`src/stats_map.svh`:
```
`ifndef STATS_MAP_SVH
`define STATS_MAP_SVH

// sizes
`define PORT_NUM 2
`define CNT_NUM 17
`define CNT_WIDTH 32

// register offsets
`define CNT_BASE 8'h00
`define PORT_STRIDE 8'h20
`define LIMIT_BASE 8'h40
`define ZERO_ADDR 8'h48
`define STATUS_BASE 8'h50

// reset values
`define BUF_LIMIT_RST 8'h10
`define MAX_RETRY_RST 8'h03

// counters whose increment lights the fault indicators
`define ERR_MASK 17'h0_43d6

// timing
`define CLK_FREQ_KHZ 100000
`define FAULT_TIME_MS 1000

`endif

```
`src/stats_pkg.sv`:
```
package stats_pkg;

   // counter slot within one port's bank
   typedef enum logic [4:0] {
      cnt_rx_ok,
      cnt_rx_lost,
      cnt_rx_bad,
      cnt_gen_pkt,
      cnt_gen_fail,
      cnt_tx_acked,
      cnt_tx_fail,
      cnt_tx_retry,
      cnt_unroute,
      cnt_illegal,
      cnt_prio_rd,
      cnt_prio_wr,
      cnt_norm_rd,
      cnt_norm_wr,
      cnt_char_err,
      cnt_tx_chars,
      cnt_rx_chars
   } cnt_idx_t;

   // event strobes from one port's protocol logic
   typedef struct packed {
      logic rx_done;
      logic rx_good;
      logic rx_unroutable;
      logic rx_illegal;
      logic prio_rd;
      logic prio_wr;
      logic norm_rd;
      logic norm_wr;
      logic char_err;
      logic rx_byte;
      logic tx_byte;
      logic gen_req;
      logic tx_done;
      logic tx_ack;
      logic buf_release;
   } ev_t;

   // answers to one port's protocol logic
   typedef struct packed {
      logic ack;
      logic nak;
      logic gen_grant;
      logic tx_retry;
      logic tx_drop;
      logic tx_hold;
   } resp_t;

endpackage

```
`src/serial_port_stats.sv`:
```
// Chosen here: the strobed register port and the placing of the registers.
`timescale 1ns/1ps
`include "stats_map.svh"
module serial_port_stats #(
   parameter int NPORT = `PORT_NUM,
   parameter int CW = `CNT_WIDTH,
   parameter int FAULT_CYCLES = `FAULT_TIME_MS * `CLK_FREQ_KHZ,
   parameter logic [7:0] MAX_RETRY = `MAX_RETRY_RST
) (
   // clock and reset
   input wire logic sys_clk,
   input wire logic resetn,
   // register port
   input wire logic [7:0] addr,
   input wire logic [31:0] wdata,
   input wire logic wr,
   input wire logic rd,
   output logic [31:0] rdata,
   // serial port side
   input wire stats_pkg::ev_t [NPORT-1:0] ev,
   input wire logic [NPORT-1:0] cts,
   output stats_pkg::resp_t [NPORT-1:0] resp,
   // fault indicators
   output logic fault_red,
   output logic fault_green
);

   typedef struct packed {
      logic [NPORT-1:0][`CNT_NUM-1:0][CW-1:0] cnt;
      logic [NPORT-1:0][7:0] limit;
      logic [NPORT-1:0][7:0] in_use;
      logic [NPORT-1:0][7:0] tries;
      logic [NPORT-1:0] cts_s1;
      logic [NPORT-1:0] cts_s2;
      stats_pkg::resp_t [NPORT-1:0] resp;
      logic [31:0] fault_tmr;
      logic fault;
      logic [31:0] rdata;
   } state_t;

   state_t q;
   state_t d;

   // next state of the whole block
   always_comb begin
      logic [`CNT_NUM-1:0] inc;
      logic [7:0] used;
      logic [7:0] avail;
      logic err;
      logic zero;
      inc = '0;
      used = '0;
      avail = '0;
      err = 1'b0;
      zero = 1'b0;
      d = q;
      d.rdata = '0;

      // every port runs the same bank; only the error flag feeding the fault lamp timer is shared
      for (int p = 0; p < NPORT; p++) begin
         inc = '0;
         d.resp[p] = '0;

         // cts is a pin: two flops before use
         d.cts_s1[p] = cts[p];
         d.cts_s2[p] = q.cts_s1[p];
         d.resp[p].tx_hold = ~q.cts_s2[p];

         // free buffers left under this port's limit
         used = q.in_use[p];
         avail = (q.limit[p] > used) ? 8'(q.limit[p] - used) : 8'h00;

         // receive side; receive takes a buffer before origination
         if (ev[p].rx_done) begin
            if (!ev[p].rx_good) begin
               d.resp[p].nak = 1'b1;
               inc[stats_pkg::cnt_rx_bad] = 1'b1;
            end else if (avail != 8'h00) begin
               d.resp[p].ack = 1'b1;
               inc[stats_pkg::cnt_rx_ok] = 1'b1;
               used = 8'(used + 8'h01);
               avail = 8'(avail - 8'h01);
            end else begin
               inc[stats_pkg::cnt_rx_lost] = 1'b1;
            end
         end

         // internally originated message
         if (ev[p].gen_req) begin
            inc[stats_pkg::cnt_gen_pkt] = 1'b1;
            if (avail != 8'h00) begin
               d.resp[p].gen_grant = 1'b1;
               used = 8'(used + 8'h01);
            end else begin
               inc[stats_pkg::cnt_gen_fail] = 1'b1;
            end
         end

         // outcome of one transmission attempt
         if (ev[p].tx_done) begin
            if (ev[p].tx_ack) begin
               inc[stats_pkg::cnt_tx_acked] = 1'b1;
               d.tries[p] = 8'h00;
            end else if (q.tries[p] < MAX_RETRY) begin
               d.resp[p].tx_retry = 1'b1;
               inc[stats_pkg::cnt_tx_retry] = 1'b1;
               d.tries[p] = 8'(q.tries[p] + 8'h01);
            end else begin
               d.resp[p].tx_drop = 1'b1;
               inc[stats_pkg::cnt_tx_fail] = 1'b1;
               d.tries[p] = 8'h00;
            end
         end

         // buffer returned by the port; never below zero
         if (ev[p].buf_release && used != 8'h00) begin
            used = 8'(used - 8'h01);
         end
         d.in_use[p] = used;

         // counts that follow their strobe one for one
         inc[stats_pkg::cnt_unroute] = ev[p].rx_unroutable;
         inc[stats_pkg::cnt_illegal] = ev[p].rx_illegal;
         inc[stats_pkg::cnt_prio_rd] = ev[p].prio_rd;
         inc[stats_pkg::cnt_prio_wr] = ev[p].prio_wr;
         inc[stats_pkg::cnt_norm_rd] = ev[p].norm_rd;
         inc[stats_pkg::cnt_norm_wr] = ev[p].norm_wr;
         inc[stats_pkg::cnt_char_err] = ev[p].char_err;
         inc[stats_pkg::cnt_tx_chars] = ev[p].tx_byte;
         inc[stats_pkg::cnt_rx_chars] = ev[p].rx_byte;

         // zero command; an event in the same cycle still counts
         zero = wr && (addr == `ZERO_ADDR) && wdata[p];
         for (int c = 0; c < `CNT_NUM; c++) begin
            d.cnt[p][c] = (zero ? '0 : q.cnt[p][c]) + CW'(inc[c]);
         end

         // buffer limit write
         if (wr && addr == 8'(`LIMIT_BASE + p)) begin
            d.limit[p] = wdata[7:0];
         end

         err = err | (|(inc & `ERR_MASK));
      end

      // fault lamp timer, retriggered by every error increment
      if (err) begin
         d.fault = 1'b1;
         d.fault_tmr = 32'(FAULT_CYCLES - 1);
      end else if (q.fault_tmr != 32'h0000_0000) begin
         d.fault_tmr = q.fault_tmr - 32'h0000_0001;
      end else begin
         d.fault = 1'b0;
      end

      // read decode; unmapped reads return zero
      if (rd) begin
         for (int p = 0; p < NPORT; p++) begin
            for (int c = 0; c < `CNT_NUM; c++) begin
               if (addr == 8'(`CNT_BASE + p * `PORT_STRIDE + c)) begin
                  d.rdata = 32'(q.cnt[p][c]);
               end
            end
            if (addr == 8'(`LIMIT_BASE + p)) begin
               d.rdata = {24'h00_0000, q.limit[p]};
            end
            if (addr == 8'(`STATUS_BASE + p)) begin
               d.rdata = {16'h0000, q.in_use[p], 7'h00, q.cts_s2[p]};
            end
         end
      end
   end

   // one register stage for all state
   always_ff @(posedge sys_clk) begin
      if (!resetn) begin
         q <= '0;
         for (int p = 0; p < NPORT; p++) begin
            q.limit[p] <= `BUF_LIMIT_RST;
         end
      end else begin
         q <= d;
      end
   end

   // outputs straight from state flops
   assign rdata = q.rdata;
   assign resp = q.resp;
   assign fault_red = q.fault;
   assign fault_green = q.fault;

endmodule

```
`config.mk`:
```
export PLATFORM = sky130hd
export DESIGN_NAME = serial_port_stats
export DESIGN_NICKNAME = d
export VERILOG_FILES = /design/src/stats_pkg.sv /design/src/serial_port_stats.sv
export VERILOG_INCLUDE_DIRS = /design/src
export SDC_FILE = /design/constraint.sdc
export NUM_CORES = 2
export LEC_CHECK = 0
export BUFFER_PORTS_ARGS = -buffer_cell sky130_fd_sc_hd__buf_4
export CAP_MARGIN = 10
export CORE_MARGIN = 2
export CORE_UTILIZATION = 50
export DETAILED_ROUTE_END_ITERATION = 6
export PLACE_DENSITY = 0.71
export REMOVE_ABC_BUFFERS = 1
export SLEW_MARGIN = 20
export SYNTH_ARGS = -nofsm -noshare
export SYNTH_HDL_FRONTEND = slang
export SYNTH_SLANG_ARGS = --single-unit
```
`constraint.sdc`:
```
create_clock -name sys_clk -period 6.3 [get_ports sys_clk]
set_input_delay 1.89 -clock sys_clk [delete_from_list [all_inputs] [get_ports sys_clk]]
set_output_delay 1.89 -clock sys_clk [all_outputs]
set_load 0.01 [all_outputs]
```
==> results.py <==
metrics = {
    "drt": {
        "highest_layer": "met5",
        "wl_met2_um": 97430,
        "met1_length_um": 95720,
        "dr_wl_met3_um": 30870,
        "first_pass_iters": 7,
        "drt_drc_violations_left": 16,
        "drt-total-wl_um": 235100,
        "wl_per_cell_um": 23.91,
        "viasPerCell": 6.339,
        "drt.antenna.violating_nets": 0,
        "dr_total_vias": 62326,
        "drtIter0Drc": 9106,
    },
    "logic_synthesis": {
        "syn_area_mm2": 0.06371,
        "syn_inst": 7981,
        "yosys_warnings": 0,
        "synth_edf_count": 0,
        "seq_area_frac_synth_pct": 38.24,
        "ys.flop_type": "dfxtp_1",
        "yosysUniqueCellTypes": 105,
        "async_flop_share_pct": 0,
        "ys_seq_elements": 1217,
        "avgSynthCellArea_um2": 7.982,
    },
    "outcome": {
        "violations": "design-rule violations",
        "status": "finished, violations left",
    },
    "finish": {
        "post-route-cell-area_mm2": 0.07179,
        "fin_cells": 9832,
        "nFillCells": 11371,
        "fin_nets": 8259,
        "layout-drive-gt1-share_pct": 9.853,
        "area_delta_synth_final_pct": 12.68,
    },
    "cts": {
        "htree_levels": 4,
        "clk_pin_slew_ps": 60,
        "cts.sinks": 1217,
        "clock_latency_ps": 800,
        "cts_resized": 0,
        "hold_buffers": 0,
        "cts_tree": "done",
        "cts_made_buffers": 137,
        "cts-root-buf": "clkbuf_16",
        "cts_setup_buffers": 0,
        "clockBufferDepth": 3,
    },
    "critical_path": {
        "end_kind": "flop",
        "cp_data_required_time_ps": 7000,
        "crit_type": "reg -> reg",
        "r2r_end": "q[831]",
        "cp_slowest_stage_delay_ps": 530,
        "cp.arrival_ps": 6560,
        "cp_slowest_cell": "dfxtp_1",
        "start_kind": "flop",
        "r2r_slack_ps": 440,
        "critPathMaxFanout": 5,
        "r2r_cells": 20,
        "crit_chain": "inv_1, fa_1, a211o_1, a311o_1, and3_1, nand2_1, ha_1, nand2_1, nand4b_1, o32ai_1, o32ai_1, o32ai_2, and3_1, ha_1, ha_1, and3_1, nand4_1, or3_1, or3_1, a21oi_1",
        "timing.rr.start": "q[106]",
    },
    "place": {
        "placed_cell_area_mm2": 0.06735,
        "io_buffer_count": 97,
        "dp_hpwl_um": 173500,
        "dp_cells": 9595,
        "gp_congestion": 1.051,
    },
    "die": {
        "rows": 130,
        "io_pins": 122,
        "core_area_mm2": 0.1261,
        "die_h_um": 361.0,
        "fp.dieW_um": 361.0,
        "dieArea_mm2": 0.1303,
        "floorplan.initialDensity_pct": 50.54,
    },
    "timing": {
        "fin_worst_hold_slack_ps": 425.7,
        "finalSetupViolations": 0,
        "slew_violations": 0,
        "tns_ps": 0,
        "finalHoldViolations": 0,
        "period_share_pct": 93.03,
        "skew_ps": 31.05,
        "fmaxAchievable_mhz": 170.6,
        "relSlewSlack_pct": 11.46,
        "rsz0062_at_grt": "no",
        "tightest_slew_ps": 1324,
        "period_minus_slack_ps": 5861,
    },
    "grt": {
        "grt_pass1_wl_um": 350100,
        "grt_max_degree": 109,
        "antenna_found_initial": 10,
        "gr-total-overflow": 0,
        "grt_pass1_vias": 56456,
        "grtUsageTotal_pct": 34.88,
    },
    "job": {
        "cap_violations": 0,
    },
    "pwr": {
        "power_density_mw_per_mm2": 268.0,
        "ir_worst_vdd_mv": 0.3933,
        "power.internal_uw": 13700,
        "p_leak_uw": 0.02582,
        "p_switching_uw": 5534,
        "p_sw_share_pct": 28.77,
        "clkPwrFrac_pct": 42.0,
        "comb_power_share_pct": 16.5,
        "seq_power_share_pct": 41.5,
    },
    "worst_hold_path": {
        "hold_end": "resp[0]",
        "hp-start": "q[77]",
        "hold_path_class": "reg -> reg",
        "min_path_cells": 1,
    },
}
-- synth_stat cells (58+ instances only) --
cell | n | share of area (%)
dfxtp_1 | 1217 | 38
nor2_1 | 1210 | 7.1
nand2_1 | 840 | 4.9
xor2_1 | 626 | 8.6
nand3_1 | 498 | 3.9
a21oi_1 | 435 | 3.4
o21ai_0 | 337 | 2.6
clkbuf_1 | 311 | 1.8
nand4_1 | 230 | 2.3
xnor2_1 | 220 | 3.0
and2_1 | 208 | 2.0
or3_1 | 186 | 1.8
and3_1 | 185 | 1.8
inv_1 | 124 | 0.73
nor3_1 | 122 | 0.96
ha_1 | 97 | 1.9
a22oi_1 | 90 | 1.1
and4_1 | 74 | 1.0
a221oi_1 | 68 | 0.93
o22ai_1 | 67 | 0.66
mux2i_1 | 59 | 0.93
or2_2 | 58 | 0.57
-- power by group through the flow --
stage               Clock [µW]  Sequential, µW  Combinational, µW
global placement             0            8130               3060
detailed placement           0            8130               3110
floorplan                    0            8070               2130
finish                    8080            7970               3180
CTS                       8130            7960               3130
global route              8450            7980               3440
-- cells by family after synthesis --
kind of cell | Yosys count | share of synthesized area, %
DFF | 1217 | 38.24
buffers and inverters | 565 | 3.704
and+or+nand+nor | 3762 | 28.17
xor gates and xnor gates | 846 | 11.63
AOI/OAI and AO/OA | 1374 | 13.84
adders and majority gates | 99 | 1.968
muxes | 118 | 2.441
-- registers in the layout, indices dropped and copies added (netlist names) --
signal,count
d,2
rdata,32
resp,12
q,1170
fault_green,1
-- placed cells by master, fill, tap and decap left out, types with 68 or more instances in the layout --
cell	Yosys	layout
dfxtp_1	1217	1217
nor2_1	1210	1196
nand2_1	840	838
xor2_1	626	626
nand3_1	498	497
a21oi_1	435	435
buf_4	48	381
o21ai_0	337	337
nand4_1	230	230
xnor2_1	220	220
and2_1	208	208
or3_1	186	186
and3_1	185	183
clkbuf_16	0	141
inv_1	124	123
nor3_1	122	117
ha_1	97	97
a22oi_1	90	90
and4_1	74	74
a221oi_1	68	68
-- layer usage --
metal,up-vias,GRT usage [%]
li1,28177,-
met1,30037,48.08
met2,3477,50.17
met3,625,10.24
met4,10,15.57
met5,-,0
-- critical path, delay by kind of cell (launching register included) --
family                     cells  cell delay, ps
DFF                            1             530
buffers and inverters          1             200
AOI/OAI and AO/OA              6            1410
adders and majority gates      4            1200
and+or+nand+nor                9            2450
-- worst max-delay path by stage --
stage	end	from	slack, ps
global route	q[287]	q[103]	100
floorplan	q[1001]	addr[0]	-8940
CTS	q[831]	q[106]	590
detailed placement	rdata[21]	addr[7]	2
global placement	rdata[7]	addr[7]	20
finish	q[831]	q[106]	440
-- final cells by class --
| class | count | area (µm²) | area share (%) |
|---|---|---|---|
| Multi-Input combinational cell | 6199 | 37140 | 51.74 |
| Sequential cell | 1217 | 24360 | 33.94 |
| Clock buffer | 200 | 4000 | 5.572 |
| Timing Repair Buffer | 404 | 3306 | 4.605 |
| Tap cell | 1650 | 2064 | 2.876 |
| Inverter | 125 | 476.7 | 0.6641 |
| Clock inverter | 35 | 429.2 | 0.5978 |
| Antenna cell | 2 | 5.005 | 0.006972 |
-- metrics by stage --
| step | setup WS, ps | total power (µW) | util [%] |
|---|---|---|---|
| 4_1_cts | 585.5 | 19230 | 56.94 |
| 6_report | 438.9 | 19240 | 56.95 |
| 3_3_place_gp | 20.94 | 11180 | 53.43 |
| 5_1_grt | 102.7 | 19870 | 56.94 |
| 3_5_place_dp | 2.178 | 11240 | 53.43 |
| 2_1_floorplan | -8939 | 10200 | - |
No activity file was read; power rests on OpenSTA's default activity.
